--- config.mk ---
export PLATFORM = sky130hd
export DESIGN_NAME = lane_sample_mapper
export DESIGN_NICKNAME = d
export VERILOG_FILES = /design/src/lane_map_pkg.sv /design/src/lane_sample_mapper.sv
export SDC_FILE = /design/constraint.sdc
export NUM_CORES = 1
export LEC_CHECK = 0
export ABC_AREA = 1
export BUFFER_PORTS_ARGS = -buffer_cell sky130_fd_sc_hd__buf_2
export CAP_MARGIN = 15
export CORE_AREA = 2 2 283 285
export CTS_BUF_LIST = sky130_fd_sc_hd__clkbuf_4 sky130_fd_sc_hd__clkbuf_8 sky130_fd_sc_hd__clkbuf_16
export CTS_CLUSTER_SIZE = 30
export DETAILED_ROUTE_END_ITERATION = 10
export DIE_AREA = 0 0 285 287
export PLACE_DENSITY = 0.33
export SETUP_SLACK_MARGIN = 0.02
export SYNTH_ARGS = -nofsm -noshare
export SYNTH_HDL_FRONTEND = slang
export SYNTH_HIERARCHICAL = 1
export SYNTH_SLANG_ARGS = --single-unit
--- constraint.sdc ---
create_clock -name sys_clk -period 1.7 [get_ports sys_clk]
set_input_delay 0.085 -clock sys_clk [delete_from_list [all_inputs] [get_ports sys_clk]]
set_output_delay 0.085 -clock sys_clk [all_outputs]
set_load 0.02 [all_outputs]
--- src/lane_map_pkg.sv ---
// constants, carriers and the 12-bit word packer for the lane sample mapper
// Operation
// - four-lane mode 14: AI, AQ, BI, BQ lanes
// - modes 49, 57, 60, 67 equal mode 14
// - eight-lane mode 15: I0, I1, Q0, Q1
// - modes 55 and 58 equal mode 15
// - sixteen-lane mode 16: I0-3 then Q0-3
// - mode 19: even samples A, odd B
// - three words hold four 12-bit samples
package lane_map_pkg;
   localparam int SAMPLE_W       = 15;
   localparam int RAW_W          = 12;
   localparam int LANE_W         = 16;
   localparam int LANES_PER_SIDE = 8;
   localparam int MODE_W         = 7;
   localparam int BYP_SAMPLES    = 16;
   localparam int GROUP_SAMPLES  = 4;
   localparam int GROUP_WORDS    = 3;
   localparam int BYP_GROUPS     = 4;
   localparam int DDC_DEPTH      = 4;

   localparam logic [MODE_W-1:0] MODE_D8_L4    = 7'h0E;
   localparam logic [MODE_W-1:0] MODE_D8_L4_B  = 7'h31;
   localparam logic [MODE_W-1:0] MODE_D8_L4_C  = 7'h39;
   localparam logic [MODE_W-1:0] MODE_D8_L4_D  = 7'h3C;
   localparam logic [MODE_W-1:0] MODE_D8_L4_E  = 7'h43;
   localparam logic [MODE_W-1:0] MODE_D8_L8    = 7'h0F;
   localparam logic [MODE_W-1:0] MODE_D8_L8_B  = 7'h37;
   localparam logic [MODE_W-1:0] MODE_D8_L8_C  = 7'h3A;
   localparam logic [MODE_W-1:0] MODE_D8_L16   = 7'h10;
   localparam logic [MODE_W-1:0] MODE_BYP_L12  = 7'h13;
   localparam logic [MODE_W-1:0] MODE_RESET    = 7'h00;
   localparam logic [LANE_W-1:0] LANE_IDLE     = 16'h0000;

   typedef enum logic [2:0] {
      LAYOUT_NONE = 3'b000,
      LAYOUT_L4   = 3'b001,
      LAYOUT_L8   = 3'b010,
      LAYOUT_L16  = 3'b011,
      LAYOUT_BYP  = 3'b100
   } layout_t;

   typedef struct packed {
      logic [DDC_DEPTH-1:0][SAMPLE_W-1:0] ai;
      logic [DDC_DEPTH-1:0][SAMPLE_W-1:0] aq;
      logic [DDC_DEPTH-1:0][SAMPLE_W-1:0] bi;
      logic [DDC_DEPTH-1:0][SAMPLE_W-1:0] bq;
      logic [DDC_DEPTH-1:0]               or_a0;
      logic [DDC_DEPTH-1:0]               or_a1;
      logic [DDC_DEPTH-1:0]               or_b0;
      logic [DDC_DEPTH-1:0]               or_b1;
   } ddc_frame_t;

   typedef struct packed {
      logic [BYP_SAMPLES-1:0][RAW_W-1:0] smp;
   } byp_frame_t;

   typedef struct packed {
      logic [LANES_PER_SIDE-1:0][LANE_W-1:0] a_side;
      logic [LANES_PER_SIDE-1:0][LANE_W-1:0] b_side;
   } lane_bus_t;

   function automatic layout_t layout_of(input logic [MODE_W-1:0] mode);
      layout_t l;
      l = LAYOUT_NONE;
      if (mode == MODE_D8_L4 || mode == MODE_D8_L4_B || mode == MODE_D8_L4_C ||
          mode == MODE_D8_L4_D || mode == MODE_D8_L4_E)
         l = LAYOUT_L4;
      else if (mode == MODE_D8_L8 || mode == MODE_D8_L8_B || mode == MODE_D8_L8_C)
         l = LAYOUT_L8;
      else if (mode == MODE_D8_L16)
         l = LAYOUT_L16;
      else if (mode == MODE_BYP_L12)
         l = LAYOUT_BYP;
      return l;
   endfunction
endpackage

`timescale 1ns/1ps
module word_packer
   import lane_map_pkg::*;
(
   input  wire logic [GROUP_SAMPLES-1:0][RAW_W-1:0] smp,
   output logic      [GROUP_WORDS-1:0][LANE_W-1:0]  word
);
   // msb first, split samples carry high bits into the earlier word
   always_comb begin
      word[0] = {smp[0], smp[1][11:8]};
      word[1] = {smp[1][7:0], smp[2][11:4]};
      word[2] = {smp[2][3:0], smp[3]};
   end
endmodule

--- src/lane_sample_mapper.sv ---
// transport mapper placing converter samples onto serial output lanes
`timescale 1ns/1ps
module lane_sample_mapper
   import lane_map_pkg::*;
(
   input  wire logic              sys_clk,
   input  wire logic              reset_n,
   input  wire logic [MODE_W-1:0] link_mode_setting,
   input  wire logic              link_running,
   input  wire logic              frame_valid,
   input  wire ddc_frame_t        ddc_frame,
   input  wire byp_frame_t        byp_frame,
   output lane_bus_t              lanes,
   output logic                   lane_valid,
   output layout_t                active_layout,
   output logic                   mode_unsupported
);
   logic [MODE_W-1:0] active_mode;
   logic [MODE_W-1:0] next_active_mode;
   layout_t           next_active_layout;
   logic              next_mode_unsupported;
   lane_bus_t         next_lanes;
   logic              next_lane_valid;
   logic [BYP_GROUPS-1:0][GROUP_WORDS-1:0][LANE_W-1:0] byp_words;

   // mode group: latched only while the link is stopped
   always_comb begin
      next_active_mode      = active_mode;
      next_active_layout    = active_layout;
      next_mode_unsupported = mode_unsupported;
      if (!link_running) begin
         next_active_mode      = link_mode_setting;
         next_active_layout    = layout_of(link_mode_setting);
         next_mode_unsupported = (layout_of(link_mode_setting) == LAYOUT_NONE);
      end
   end

   always_ff @(posedge sys_clk) begin
      if (!reset_n) begin
         active_mode      <= MODE_RESET;
         active_layout    <= LAYOUT_NONE;
         mode_unsupported <= 1'b1;
      end else begin
         active_mode      <= next_active_mode;
         active_layout    <= next_active_layout;
         mode_unsupported <= next_mode_unsupported;
      end
   end

   // group g: side g%2 (even samples on a), half g/2 of the frame
   for (genvar g = 0; g < BYP_GROUPS; g++) begin : g_pack
      logic [GROUP_SAMPLES-1:0][RAW_W-1:0] grp;
      for (genvar k = 0; k < GROUP_SAMPLES; k++) begin : g_smp
         assign grp[k] = byp_frame.smp[(g/2)*(2*GROUP_SAMPLES) + 2*k + (g%2)];
      end
      word_packer u_pack (
         .smp  (grp),
         .word (byp_words[g])
      );
   end

   // lane group
   always_comb begin
      next_lanes      = '0;
      next_lane_valid = frame_valid && link_running && (active_layout != LAYOUT_NONE);
      unique case (active_layout)
         LAYOUT_NONE: begin
            next_lanes = '0;
         end
         LAYOUT_L4: begin
            next_lanes.a_side[0] = {ddc_frame.ai[0], ddc_frame.or_a0[0]};
            next_lanes.a_side[1] = {ddc_frame.aq[0], ddc_frame.or_a1[0]};
            next_lanes.b_side[0] = {ddc_frame.bi[0], ddc_frame.or_b0[0]};
            next_lanes.b_side[1] = {ddc_frame.bq[0], ddc_frame.or_b1[0]};
         end
         LAYOUT_L8: begin
            for (int i = 0; i < 2; i++) begin
               next_lanes.a_side[i]   = {ddc_frame.ai[i], ddc_frame.or_a0[i]};
               next_lanes.a_side[i+2] = {ddc_frame.aq[i], ddc_frame.or_a1[i]};
               next_lanes.b_side[i]   = {ddc_frame.bi[i], ddc_frame.or_b0[i]};
               next_lanes.b_side[i+2] = {ddc_frame.bq[i], ddc_frame.or_b1[i]};
            end
         end
         LAYOUT_L16: begin
            for (int i = 0; i < DDC_DEPTH; i++) begin
               next_lanes.a_side[i]   = {ddc_frame.ai[i], ddc_frame.or_a0[i]};
               next_lanes.a_side[i+4] = {ddc_frame.aq[i], ddc_frame.or_a1[i]};
               next_lanes.b_side[i]   = {ddc_frame.bi[i], ddc_frame.or_b0[i]};
               next_lanes.b_side[i+4] = {ddc_frame.bq[i], ddc_frame.or_b1[i]};
            end
         end
         LAYOUT_BYP: begin
            for (int w = 0; w < GROUP_WORDS; w++) begin
               next_lanes.a_side[w]             = byp_words[0][w];
               next_lanes.b_side[w]             = byp_words[1][w];
               next_lanes.a_side[w+GROUP_WORDS] = byp_words[2][w];
               next_lanes.b_side[w+GROUP_WORDS] = byp_words[3][w];
            end
         end
         default: begin
            next_lanes      = '0;
            next_lane_valid = 1'b0;
         end
      endcase
      if (!next_lane_valid) begin
         next_lanes = '0;
      end
   end

   always_ff @(posedge sys_clk) begin
      if (!reset_n) begin
         lanes      <= '0;
         lane_valid <= 1'b0;
      end else begin
         lanes      <= next_lanes;
         lane_valid <= next_lane_valid;
      end
   end
endmodule

==> impl_summary.log <==
[metrics] run status: finished clean
[metrics] Critical Path, Cell by Cell: inv_2, nand3_4, a31oi_4, clkinv_4, buf_12, buf_16, buf_4, a21oi_1
[metrics] count of final hold-check violations: 0
[metrics] switching power: 3530 uW
[metrics] placed instance count: 2,932
[metrics] Clock Pin Slew Worst Setup and Hold Paths: 0.05 ns
[metrics] share of flip-flops with an asynchronous set or reset after synthesis: 0%
[metrics] Cell variety after synth: 20
[metrics] placeable core region: 78,600 um2
[metrics] Comb pwr share: 11.3%
[metrics] VDD IR-drop max: 0.491 mV
[metrics] Post-Route Skew: 0.0154 ns
[metrics] overall die width: 285 um
[metrics] Fillers: around 8,600
[metrics] first-iteration detailed-routing DRC count: 387
[metrics] setup slack of the critical path after layout: 0.0884 ns
[metrics] Top FF cell, synth: dfxtp_1
[metrics] startpoint class of the critical path: register
[metrics] type of element capturing the critical path: register
[metrics] total grt overflow: 0
[metrics] die footprint: 81,800 um2
[metrics] antenna violations before repair: 5
[metrics] via count of the first global-routing pass: roughly 14,000
[metrics] wire length of the first global-routing pass: 77,300 um
[metrics] Buffers on Ports: 719
[metrics] proportion of synthesized chip area in sequential cells: roughly 50%
[metrics] first-pass iteration count of the detailed router: 4
[metrics] post-DR vias/cell: between 3 and 4
[metrics] total wire length after detailed routing: 53,500 um
[metrics] routability congestion estimate: 0.848
[metrics] share of cells above drive strength 1: 36.4%
[metrics] type of the tightest min-delay check: input pin to register
[metrics] portion of synthesized cell area occupied by the leading cell type: ~49%
[metrics] reported max-cap violation count: 0
[metrics] initial core utilization: 13.6%
[metrics] Die Y: 287 um
[metrics] routed wirelength normalized by instance count: 15.4 um
[metrics] setup slack after placement: 0.0569 ns
[metrics] number of pins with negative max-slew slack in the final report: 0
[metrics] Root Buffer Master: clkbuf_16
[metrics] non-filler cells, final: 3,460
[metrics] TritonCTS clock tree: done
[metrics] maximum number of pins on one net before global-route repair: 52
[metrics] most numerous cell types in the synthesized netlist: nand2_1, dfxtp_1, buf_4
[metrics] number of storage elements in the synthesis netlist: approximately 260
[metrics] unrepaired setup endpoints after global routing: true
[metrics] htree depth: 2
[metrics] Post-synth EDFFs: 0
[metrics] clock latency reported for the late side of the worst-skew pair: 0.53 ns
[metrics] synthesized instance count: roughly 1,400
[metrics] largest incremental delay on the critical path: 0.35 ns
[metrics] remaining antenna violation count: 0
[metrics] total routing usage reported by global routing: approximately an eighth
[metrics] combined buffer and inverter count along the critical path: 5
[metrics] mean instance size in the synthesized netlist: 7.81 um2
[metrics] most frequent cell after synthesis: nand2_1
[metrics] number of clock sinks seen by CTS: 261
[metrics] Synth Warn #: 6
[metrics] gate family responsible for the most delay along the worst path: buffers and inverters
[metrics] share of the clock period used by the worst path after layout: 94.8%
[metrics] synthesized netlist net count: 1,825
[metrics] Setup Crit Path Kind: register to register
[metrics] total power density per cell area: 751 nW/um2
[metrics] static leakage: 0.00927 uW
[metrics] half-perimeter wire length after placement: 39,700 um
[metrics] worst hold slack: roughly 0.047 ns
[metrics] arrival time at the worst endpoint: 2.06 ns
[metrics] clock period minus final worst setup slack: 1.61 ns
[metrics] Max Fanout on Critical Path: 7
[metrics] Rel. slew slack: 64.9%
[metrics] Fmax achieved: 620 MHz
[metrics] Internal: 11,800 uW
[metrics] Flop pwr share: 40.0%
[metrics] Final nets: between 2,000 and 3,000
[metrics] number of design rule violations left after detail routing: 0
[metrics] slowest cell on the critical path: dfxtp_2
[metrics] vias after detailed routing: 12,583
[metrics] number of rows created at floorplan: 103
[metrics] Synth area leader: dfxtp_1
[metrics] Layout Area Growth over Synthesis: 91.0%
[metrics] switch share: 23.1%
[metrics] Inserted Clock Buffers: 35
[metrics] total standard cell area after synthesis: 10,700 um2
[metrics] Required @ worst endpoint: 2.14 ns
[metrics] cell types occupying the most area after synthesis: dfxtp_1, nand2_1, buf_4, a31oi_1, nor2_1
[metrics] top-level port count: 720
[metrics] number of failing setup endpoints in the final timing report: 0
[metrics] slew at the pin with the worst max-slew slack: 0.527 ns
[metrics] clk buf depth: 3
[metrics] part of the power in the clock network: about half
## cell type report
class	count	area [um2]	area share [%]
repair buffers	1247	8970	44.0
clock inverters	9	87.6	0.430
multi-input cells	747	3340	16.4
flip-flops and latches	261	5230	25.7
inverters	90	355	1.74
diodes	2	5.00	0.0246
well taps	1050	1310	6.45
clock buffers	54	1070	5.27
## final timing paths
kind                                            from               end  slack [ns]  cells past startpoint
worst max-delay path                active_layout[0]         lanes[65]        0.09                      8
worst max register to register      active_layout[0]         lanes[65]        0.09                      8
worst min-delay path            link_mode_setting[1]  active_layout[0]        0.05                      6
worst min register to register      active_layout[1]  active_layout[1]        0.54                      2
## routing by layer
layer / vias to the layer above / GRT usage (%) / share of wire (%)
met5: - / 0 / 0.024
met4: 2 / 5.55 / 4.3
met3: 97 / 3.69 / 8.1
met2: 575 / 22.4 / 50
met1: 5740 / 12.8 / 38
li1: 6169 / - / -
## what timing repair did
item | 4_1_cts | 5_1_grt
hold buffers | 454 | 0
setup endpoints to repair | 2 | 139
pin swaps | 0 | 1
setup buffers | 0 | 9
gates cloned | 0 | 2
resized for setup | 1 | 12
endpoints found under the hold margin | 260 | 0
## cells in the final DEF, fill, tap and decap left out, types with 11 or more instances in the layout
master / count
clkbuf_16: 38
dlygate4sd3_1: 453
a21oi_1: 70
buf_2: 719
dfxtp_1: 258
nand3_1: 12
inv_1: 82
buf_4: 54
buf_12: 16
a22oi_1: 36
nor2_1: 117
clkbuf_4: 12
a31oi_1: 84
nand2_1: 400
o21ai_0: 11
## worst min-delay path, cell delays in order
cell and delay (ns):
buf_2 0.13, nor2_1 0.09, nand2_1 0.07, inv_1 0.05
nor2_1 0.05, nor2_1 0.07
## registers in the layout, summed over array words and instances, names as in the netlist
register          cells
lanes               256
active_layout         3
lane_valid            1
mode_unsupported      1
## kinds of logic (layout without fill, tap and decap cells)
logic type	after synthesis	count (layout)	share of synthesized area [%]
other	0	2	0
AOI/OAI and AO/OA	209	209	11.8
and+or+nand+nor	538	538	19.2
buffers and inverters	358	1400	20.0
DFF	261	261	49.0
## power by group through the flow
stage | registers (uW) | logic, uW | clock network [uW]
final | 6130 | 1730 | 7450
after global routing | 6130 | 1860 | 8010
after CTS | 6130 | 1720 | 7830
after detailed placement | 6260 | 877 | 0
after global placement | 6260 | 885 | 0
after floorplan | 6270 | 473 | 0
## metrics by stage
stage / area (um2) / TNS (ns) / utilization (%) / total power, uW
2_1_floorplan: 10700 / 0 / - / 6740
3_3_place_gp: 14500 / 0 / 18.4 / 7150
3_5_place_dp: 14500 / 0 / 18.4 / 7140
4_1_cts: 20200 / 0 / 25.7 / 15700
5_1_grt: 20400 / -0.0109 / 25.9 / 16000
6_report: 20400 / 0 / 25.9 / 15300
Power figures use the tool's default switching activity.
